`config.mk`:
```
export PLATFORM = sky130hd
export DESIGN_NAME = humidity_temp_sensor_regs
export DESIGN_NICKNAME = d
export VERILOG_FILES = /design/src/design/humidity_temp_sensor_regs.v /design/src/design/conv_timer.v
export VERILOG_INCLUDE_DIRS = /design/src /design/src/design
export SDC_FILE = /design/constraint.sdc
export NUM_CORES = 1
export LEC_CHECK = 0
export ABC_AREA = 1
export BUFFER_PORTS_ARGS = -buffer_cell sky130_fd_sc_hd__buf_2
export CAP_MARGIN = 20
export CORE_ASPECT_RATIO = 1.1
export CORE_UTILIZATION = 28
export CTS_BUF_LIST = sky130_fd_sc_hd__clkbuf_8
export CTS_CLUSTER_DIAMETER = 200
export DETAILED_ROUTE_END_ITERATION = 16
export SYNTH_ARGS = -nofsm -noshare
export SYNTH_HDL_FRONTEND = slang
export SYNTH_HIERARCHICAL = 1
export SYNTH_SLANG_ARGS = --single-unit
```
`constraint.sdc`:
```
create_clock -name CLK -period 1.55 [get_ports CLK]
set_input_delay 0.155 -clock CLK [delete_from_list [all_inputs] [get_ports CLK]]
set_output_delay 0.155 -clock CLK [all_outputs]
set_load 0.02 [all_outputs]
```
`src/design/sensor_regs_consts.vh`:
```
// Constants for the humidity and temperature sensor register block
`ifndef SENSOR_REGS_CONSTS_VH
`define SENSOR_REGS_CONSTS_VH

// ----------------------------------------------------------------
// Bus target address and register offsets
// ----------------------------------------------------------------
`define TARGET_ADDR          7'h40
`define OFS_CONV_STATE       8'h00
`define OFS_RESULT_HIGH      8'h01
`define OFS_RESULT_LOW       8'h02
`define OFS_MEASURE_CTRL     8'h03
`define OFS_PART_ID          8'h11

// ----------------------------------------------------------------
// Field positions
// ----------------------------------------------------------------
`define BIT_NOT_READY        0
`define BIT_FAST             5
`define BIT_TEMP             4
`define BIT_HEATER_ON             1
`define BIT_START            0

// ----------------------------------------------------------------
// Reset values
// ----------------------------------------------------------------
`define RST_CONV_STATE       8'h01
`define RST_RESULT_HIGH      8'h00
`define RST_RESULT_LOW       8'h00
`define RST_MEASURE_CTRL     8'h00

// ----------------------------------------------------------------
// Timing
// ----------------------------------------------------------------
`define CLK_KHZ              20000
`define CONV_NORMAL_MS       35
`define CONV_FAST_MS         18
// Cycle counts of the two conversion times at the 20 MHz clock, sized to the timer
`define CONV_NORMAL_CYCLES   20'd700000
`define CONV_FAST_CYCLES     20'd360000

`endif

```
`src/design/humidity_temp_sensor_regs.v`:
```
// I2C target and register file of the humidity and temperature sensor
//
// Overview of operation
// - Read returns high byte then low, pointer advances
// - Reserved bits written zero, read undefined
// - Status bit 0 high while converting
// - High data register holds result MSBs, read-only
// - Low data register holds result LSBs, read-only
// - Fast bit selects 18ms or 35ms conversion
// - Temp bit selects temperature or humidity measurement
// - Heater_on bit switches the heater on or off
// - Writing start bit launches a conversion unless one is running
// - Identification: fixed upper nibble, lower nibble zero
`timescale 1ns/1ns
`include "sensor_regs_consts.vh"

module humidity_temp_sensor_regs #(
  parameter [19:0] CONV_NORMAL_CYCLES = `CONV_NORMAL_CYCLES,
  parameter [19:0] CONV_FAST_CYCLES   = `CONV_FAST_CYCLES,
  // Arbitrary part code, not tied to any real device
  parameter [3:0]  PART_CODE          = 4'ha
) (
  input  wire        CLK,
  input  wire        RESET_N,
  input  wire        SCL,
  input  wire        SDA_IN,
  output reg         SDA_OUT,
  output reg         SDA_OE_N,
  input  wire [15:0] HUMID_RAW,
  input  wire [15:0] TEMP_RAW,
  output reg         MEAS_START,
  output reg         MEAS_TEMP,
  output reg         HEATER_ON
);

  // ----------------------------------------------------------------
  // Reset words
  // ----------------------------------------------------------------
  localparam [7:0] RST_STATE_WORD = `RST_CONV_STATE;
  localparam [7:0] RST_CTRL_WORD  = `RST_MEASURE_CTRL;

  // ----------------------------------------------------------------
  // States
  // ----------------------------------------------------------------
  localparam [5:0] ST_IDLE    = 6'b000001;
  localparam [5:0] ST_ADDR    = 6'b000010;
  localparam [5:0] ST_RX      = 6'b000100;
  localparam [5:0] ST_ACK_OUT = 6'b001000;
  localparam [5:0] ST_TX      = 6'b010000;
  localparam [5:0] ST_ACK_IN  = 6'b100000;

  // ----------------------------------------------------------------
  // Storage
  // ----------------------------------------------------------------
  reg  [5:0] state;
  reg  [2:0] bit_cnt;
  reg  [7:0] rx_shift;
  reg  [7:0] tx_shift;
  reg        byte_done;
  reg        is_read;
  reg        have_ptr;
  reg        host_nack;
  reg  [7:0] ptr;
  reg        scl_q;
  reg        sda_q;

  reg  [7:0] result_high_byte;
  reg  [7:0] result_low_byte;
  reg        fast_mode;
  reg        temp_select;
  reg        not_ready;
  reg        conv_active;
  reg        update_done;

  wire       timer_done;
  wire [7:0] next_tx;

  wire scl_rise  = SCL & ~scl_q;
  wire scl_fall  = ~SCL & scl_q;
  wire bus_start = SCL & scl_q & sda_q & ~SDA_IN;
  wire bus_stop  = SCL & scl_q & ~sda_q & SDA_IN;

  // ----------------------------------------------------------------
  // Register read decode
  // ----------------------------------------------------------------
  // Reserved bits read as zero; host must not rely on that
  function [7:0] read_reg;
    input [7:0] addr;
    input       nrdy;
    input [7:0] hi;
    input [7:0] lo;
    input       fst;
    input       tmp;
    input       heater_on;
    input       busy;
    begin
      case (addr)
        `OFS_CONV_STATE:   read_reg = {7'h00, nrdy};
        `OFS_RESULT_HIGH:  read_reg = hi;
        `OFS_RESULT_LOW:   read_reg = lo;
        `OFS_MEASURE_CTRL: read_reg = {2'b00, fst, tmp, 2'b00, heater_on, busy};
        `OFS_PART_ID:      read_reg = {PART_CODE, 4'h0};
        default:           read_reg = 8'h00;
      endcase
    end
  endfunction

  assign next_tx = read_reg(ptr, not_ready, result_high_byte, result_low_byte,
                            fast_mode, temp_select, HEATER_ON, conv_active);

  // ----------------------------------------------------------------
  // Conversion timer
  // ----------------------------------------------------------------
  conv_timer #(
    .NORMAL_CYCLES (CONV_NORMAL_CYCLES),
    .FAST_CYCLES   (CONV_FAST_CYCLES)
  ) u_conv_timer (
    .clk     (CLK),
    .reset_n (RESET_N),
    .start   (MEAS_START),
    .fast    (fast_mode),
    .done    (timer_done)
  );

  // ----------------------------------------------------------------
  // Bus line history
  // ----------------------------------------------------------------
  always @(posedge CLK) begin
    if (!RESET_N) begin
      scl_q <= 1'b1;
      sda_q <= 1'b1;
    end else begin
      scl_q <= SCL;
      sda_q <= SDA_IN;
    end
  end

  // ----------------------------------------------------------------
  // Conversion result and ready flag
  // ----------------------------------------------------------------
  // The flag drops one cycle after the data registers load, so a
  // host that sees ready never reads a half-updated result.
  always @(posedge CLK) begin
    if (!RESET_N) begin
      result_high_byte <= `RST_RESULT_HIGH;
      result_low_byte  <= `RST_RESULT_LOW;
      update_done      <= 1'b0;
    end else begin
      update_done <= 1'b0;
      if (timer_done) begin
        if (MEAS_TEMP) begin
          result_high_byte <= TEMP_RAW[15:8];
          result_low_byte  <= TEMP_RAW[7:0];
        end else begin
          result_high_byte <= HUMID_RAW[15:8];
          result_low_byte  <= HUMID_RAW[7:0];
        end
        update_done <= 1'b1;
      end
    end
  end

  // ----------------------------------------------------------------
  // Bus target state machine and register writes
  // ----------------------------------------------------------------
  always @(posedge CLK) begin
    if (!RESET_N) begin
      state       <= ST_IDLE;
      bit_cnt     <= 3'h0;
      rx_shift    <= 8'h00;
      tx_shift    <= 8'h00;
      byte_done   <= 1'b0;
      is_read     <= 1'b0;
      have_ptr    <= 1'b0;
      host_nack   <= 1'b0;
      ptr         <= 8'h00;
      SDA_OUT     <= 1'b0;
      SDA_OE_N    <= 1'b1;
      MEAS_START  <= 1'b0;
      MEAS_TEMP   <= 1'b0;
      HEATER_ON   <= RST_CTRL_WORD[`BIT_HEATER_ON];
      fast_mode   <= 1'b0;
      temp_select <= 1'b0;
      not_ready   <= RST_STATE_WORD[`BIT_NOT_READY];
      conv_active <= 1'b0;
    end else begin
      MEAS_START <= 1'b0;
      if (update_done) begin
        not_ready   <= 1'b0;
        conv_active <= 1'b0;
      end
      if (bus_start) begin
        // A repeated start keeps the pointer for the read that follows
        state     <= ST_ADDR;
        bit_cnt   <= 3'h0;
        byte_done <= 1'b0;
        have_ptr  <= 1'b0;
        SDA_OE_N  <= 1'b1;
      end else if (bus_stop) begin
        state    <= ST_IDLE;
        have_ptr <= 1'b0;
        SDA_OE_N <= 1'b1;
      end else begin
        case (state)
          ST_IDLE: begin
            SDA_OE_N <= 1'b1;
          end
          ST_ADDR, ST_RX: begin
            if (scl_rise) begin
              rx_shift <= {rx_shift[6:0], SDA_IN};
              bit_cnt  <= bit_cnt + 3'h1;
              if (bit_cnt == 3'h7) begin
                byte_done <= 1'b1;
              end
            end else if (scl_fall && byte_done) begin
              byte_done <= 1'b0;
              if (state == ST_ADDR) begin
                if (rx_shift[7:1] == `TARGET_ADDR) begin
                  is_read  <= rx_shift[0];
                  state    <= ST_ACK_OUT;
                  SDA_OE_N <= 1'b0;
                end else begin
                  state <= ST_IDLE;
                end
              end else begin
                state    <= ST_ACK_OUT;
                SDA_OE_N <= 1'b0;
                if (!have_ptr) begin
                  ptr      <= rx_shift;
                  have_ptr <= 1'b1;
                end else begin
                  ptr <= ptr + 8'h01;
                  // Only defined bits are stored; others are dropped
                  if (ptr == `OFS_MEASURE_CTRL) begin
                    fast_mode   <= rx_shift[`BIT_FAST];
                    temp_select <= rx_shift[`BIT_TEMP];
                    HEATER_ON   <= rx_shift[`BIT_HEATER_ON];
                    // A start during a running conversion is ignored
                    if (rx_shift[`BIT_START] && !conv_active) begin
                      MEAS_START  <= 1'b1;
                      MEAS_TEMP   <= rx_shift[`BIT_TEMP];
                      conv_active <= 1'b1;
                      not_ready   <= 1'b1;
                    end
                  end
                end
              end
            end
          end
          ST_ACK_OUT: begin
            if (scl_fall) begin
              bit_cnt <= 3'h0;
              if (is_read) begin
                tx_shift <= next_tx;
                SDA_OE_N <= next_tx[7];
                state    <= ST_TX;
              end else begin
                SDA_OE_N <= 1'b1;
                state    <= ST_RX;
              end
            end
          end
          ST_TX: begin
            if (scl_fall) begin
              if (bit_cnt == 3'h7) begin
                SDA_OE_N <= 1'b1;
                ptr      <= ptr + 8'h01;
                state    <= ST_ACK_IN;
              end else begin
                bit_cnt  <= bit_cnt + 3'h1;
                SDA_OE_N <= tx_shift[6];
                tx_shift <= {tx_shift[6:0], 1'b0};
              end
            end
          end
          ST_ACK_IN: begin
            if (scl_rise) begin
              host_nack <= SDA_IN;
            end else if (scl_fall) begin
              if (host_nack) begin
                state <= ST_IDLE;
              end else begin
                bit_cnt  <= 3'h0;
                tx_shift <= next_tx;
                SDA_OE_N <= next_tx[7];
                state    <= ST_TX;
              end
            end
          end
          default: begin
            state    <= ST_IDLE;
            SDA_OE_N <= 1'b1;
          end
        endcase
      end
    end
  end

endmodule

```
`src/design/conv_timer.v`:
```
// Conversion duration timer, normal or fast
`timescale 1ns/1ns
module conv_timer #(
  parameter [19:0] NORMAL_CYCLES = 20'd700000,
  parameter [19:0] FAST_CYCLES   = 20'd360000
) (
  input  wire clk,
  input  wire reset_n,
  input  wire start,
  input  wire fast,
  output reg  done
);

  reg [19:0] count;
  reg        running;

  always @(posedge clk) begin
    if (!reset_n) begin
      count   <= 20'h00000;
      running <= 1'b0;
      done    <= 1'b0;
    end else begin
      done <= 1'b0;
      if (start) begin
        count   <= fast ? FAST_CYCLES : NORMAL_CYCLES;
        running <= 1'b1;
      end else if (running) begin
        if (count <= 20'h00001) begin
          running <= 1'b0;
          done    <= 1'b1;
        end else begin
          count <= count - 20'h00001;
        end
      end
    end
  end

endmodule

```
==> flow_metrics.tcl <==
set metrics [dict create \
    status "finished, violations left" \
    failed_checks "negative setup slack" \
    p_per_area_nw_per_um2 745.9 \
    fin_skew_ns 0.009392 \
    gr-total-overflow 0 \
    dp_hpwl_um 10190 \
    ys.flop_type "dfxtp_1" \
    numCtsBuffers 9 \
    final_common_cell "nand2_1" \
    vias_per_cell 4.709 \
    synthCells 738 \
    finalMaxSlewViolations 0 \
    hp-class "input port to register" \
    period_share_pct 103.8 \
    grt_pass1_wl_um 23090 \
    place_congestion 0.8675 \
    rows 50 \
    htree_levels 3 \
    antenna_found_initial 0 \
    cts_tree "done" \
    critPathBufInv 2 \
    switchingPower_uw 1550 \
    met3_length_um 591 \
    internal_power_uw 3461 \
    drt_pre_antenna_iters 5 \
    crit_slowest_cell "dfxtp_2" \
    path_max_fanout 8 \
    route.detailed.drc 0 \
    final_cell_mix "nand2_1 (169), buf_4 (80), nor2_1 (78)" \
    p_seq_share_pct 46.3 \
    rsz0062_at_grt "yes" \
    wl_met2_um 7376 \
    synthesis.area_um2 4842 \
    dpl_cell_area_um2 5794 \
    wirelength_um 14660 \
    cp_top_family "simple AND/OR/NAND/NOR gates" \
    fmax_ghz 0.6217 \
    slew_headroom_pct 61.52 \
    root_buffer "clkbuf_8" \
    setup-tns-final_ns -0.4890 \
    syn_area_per_cell_um2 6.561 \
    cp.arrival_ns 1.90 \
    holdWs_ns 0.02458 \
    report.power.total_uw 5010 \
    area_growth_syn_to_layout_pct 38.73 \
    initial_utilization_pct 28.56 \
    max_stage_delay_ns 0.35 \
    first_global_vias 4875 \
    grt_max_degree 34 \
    syn-num-nets 782 \
    critical_path_class "register to register" \
    worst_slack_ns -0.05846 \
    drt_iter0_markers 324 \
    layout.nets 906 \
    startpoint_type "register" \
    grt_usage_pct 16.46 \
    synth_cell_types 37 \
    async_flop_share_pct 0 \
    path_cells "nor2_4, buf_12, nand2_2, nor2_4, nand2_2, nand2_2, nor2_4, nand2_4, inv_8, nor2_2, nor2_1" \
    p_leak_uw 0.002956 \
    postRouteAntennaNets 0 \
    comb_power_share_pct 20.7 \
    p_clk_share_pct 33.0 \
    antenna_cells 0 \
    cap_viol_max_count 0 \
    port_buffers 39 \
    timing.final.hold_violations 0 \
    final_core_util_pct 39.62 \
    switching_share_pct 30.93 \
    synth-edff-count 0 \
    tightest_slew_ns 0.5766 \
    timing.final.crit_period_ns 1.608 \
    cts.reportedPaths.clkPinSlew_ns 0.09 \
    cp.required_ns 1.84 \
    wl_met1_um 6430 \
    setup_viol 14 \
    die-area_um2 17820 \
    cts.sinks 85 \
    top_layer "met4" \
    core_um2 16950 \
    die_h_um 139.9 \
    fin_area_um2 6718 \
    clock_latency_ns 0.39 \
    synth-seq-cells 85 \
    io_pins 41 \
    yosys_warnings 6 \
    ctsLongestPathBuffers 2 \
    yosysSeqAreaShare_pct 35.14 \
    fp.dieW_um 127.4 \
    vias 5185 \
    critPathCaptureType "register" \
    drive_gt1_share_pct 32.76 \
    avgRoutedWirePerCell_um 13.32 \
    vdd.ir_drop.worst_v 0.0005549 \
]
==> flip-flops by register name, indices dropped and copies added, names as in the netlist, 3 cells and up <==
signal	cells
result_high_byte	8
tx_shift	7
ptr	8
result_low_byte	8
rx_shift	8
bit_cnt	3
u_conv_timer/count	20
state	6
==> cell families after synthesis <==
kind of cell	Yosys count	share of synthesized area, %
simple gates	409	38.01
compound gates	132	14.50
buf+inv	89	7.648
flops	85	35.14
xor+xnor	13	2.351
fa+ha+maj	8	2.067
other cells	1	0.07745
mux	1	0.2067
==> final cells by class <==
type / count / area [um2]
well taps: 234 / 292.8
clock buffers: 10 / 137.6
flip-flops and latches: 85 / 1727
multi-input cells: 566 / 3224
inverters: 65 / 256.5
clock inverters: 6 / 62.56
repair buffers: 135 / 1017
fillers: 1773 / 10240
==> worst paths after layout <==
kind	from	end	slack [ns]	cells after the start
worst max-delay path	state[0]$_SDFFE_PN1P_	ptr[1]$_SDFFE_PN0P_	-0.06	11
worst min-delay path	HUMID_RAW[3]	result_low_byte[3]$_SDFFE_PN0P_	0.02	3
worst max register to register	state[0]$_SDFFE_PN1P_	ptr[1]$_SDFFE_PN0P_	-0.06	11
worst min register to register	temp_select$_SDFFE_PN0P_	temp_select$_SDFFE_PN0P_	0.49	2
==> synthesized netlist by cell type, drive strengths merged (5+ instances only) <==
| cell type | number | area, um2 |
|---|---|---|
| dfxtp | 85 | 1702 |
| clkbuf | 16 | 60.06 |
| nand2 | 190 | 738.2 |
| a31oi | 16 | 100.1 |
| nand3 | 71 | 405.4 |
| xnor2 | 7 | 61.31 |
| nand4 | 14 | 87.58 |
| a21oi | 53 | 280.3 |
| xor2 | 6 | 52.55 |
| inv | 65 | 246.5 |
| nor2 | 123 | 534.3 |
| ha | 8 | 100.1 |
| buf | 8 | 63.80 |
| nor3 | 5 | 30.03 |
| o21ai | 60 | 300.3 |
==> worst register-to-register path: cells and delay by family (launching register included) <==
| kind | cells | cell delay (ns) |
|---|---|---|
| flops | 1 | 0.35 |
| buf+inv | 2 | 0.22 |
| simple gates | 9 | 0.98 |
==> power by group through the flow <==
| stage | Sequential [uW] | Clock (uW) | Combinational (uW) |
|---|---|---|---|
| after floorplan | 2360 | 0 | 571 |
| after global placement | 2360 | 0 | 847 |
| after detailed placement | 2360 | 0 | 852 |
| after CTS | 2320 | 1720 | 902 |
| after global routing | 2330 | 1810 | 1150 |
| final | 2320 | 1660 | 1030 |
==> what timing repair did <==
item / 4_1_cts / 5_1_grt
hold buffers: 2 / 0
resized for setup: 35 / 122
endpoints found under the hold margin: 2 / 0
setup endpoints to repair: 26 / 55
buffers inserted: 6 / 13
cloned: 1 / 2
pin swaps: 17 / 44
==> metrics by stage <==
step	setup WS (ns)	std cells
after floorplan	0.007148	738
after global placement	-0.05065	1061
after detailed placement	-0.08395	1061
after CTS	-0.03137	1086
after global routing	-0.1582	1101
final	-0.05846	1101
==> routing by layer <==
| metal | global-route usage, % | vias up |
|---|---|---|
| met4 | 5.514 | 0 |
| li1 | - | 2663 |
| met5 | 0 | - |
| met1 | 20.21 | 2400 |
| met2 | 28.36 | 100 |
| met3 | 3.476 | 22 |
Note: power is estimated with default switching activity, not from simulation.
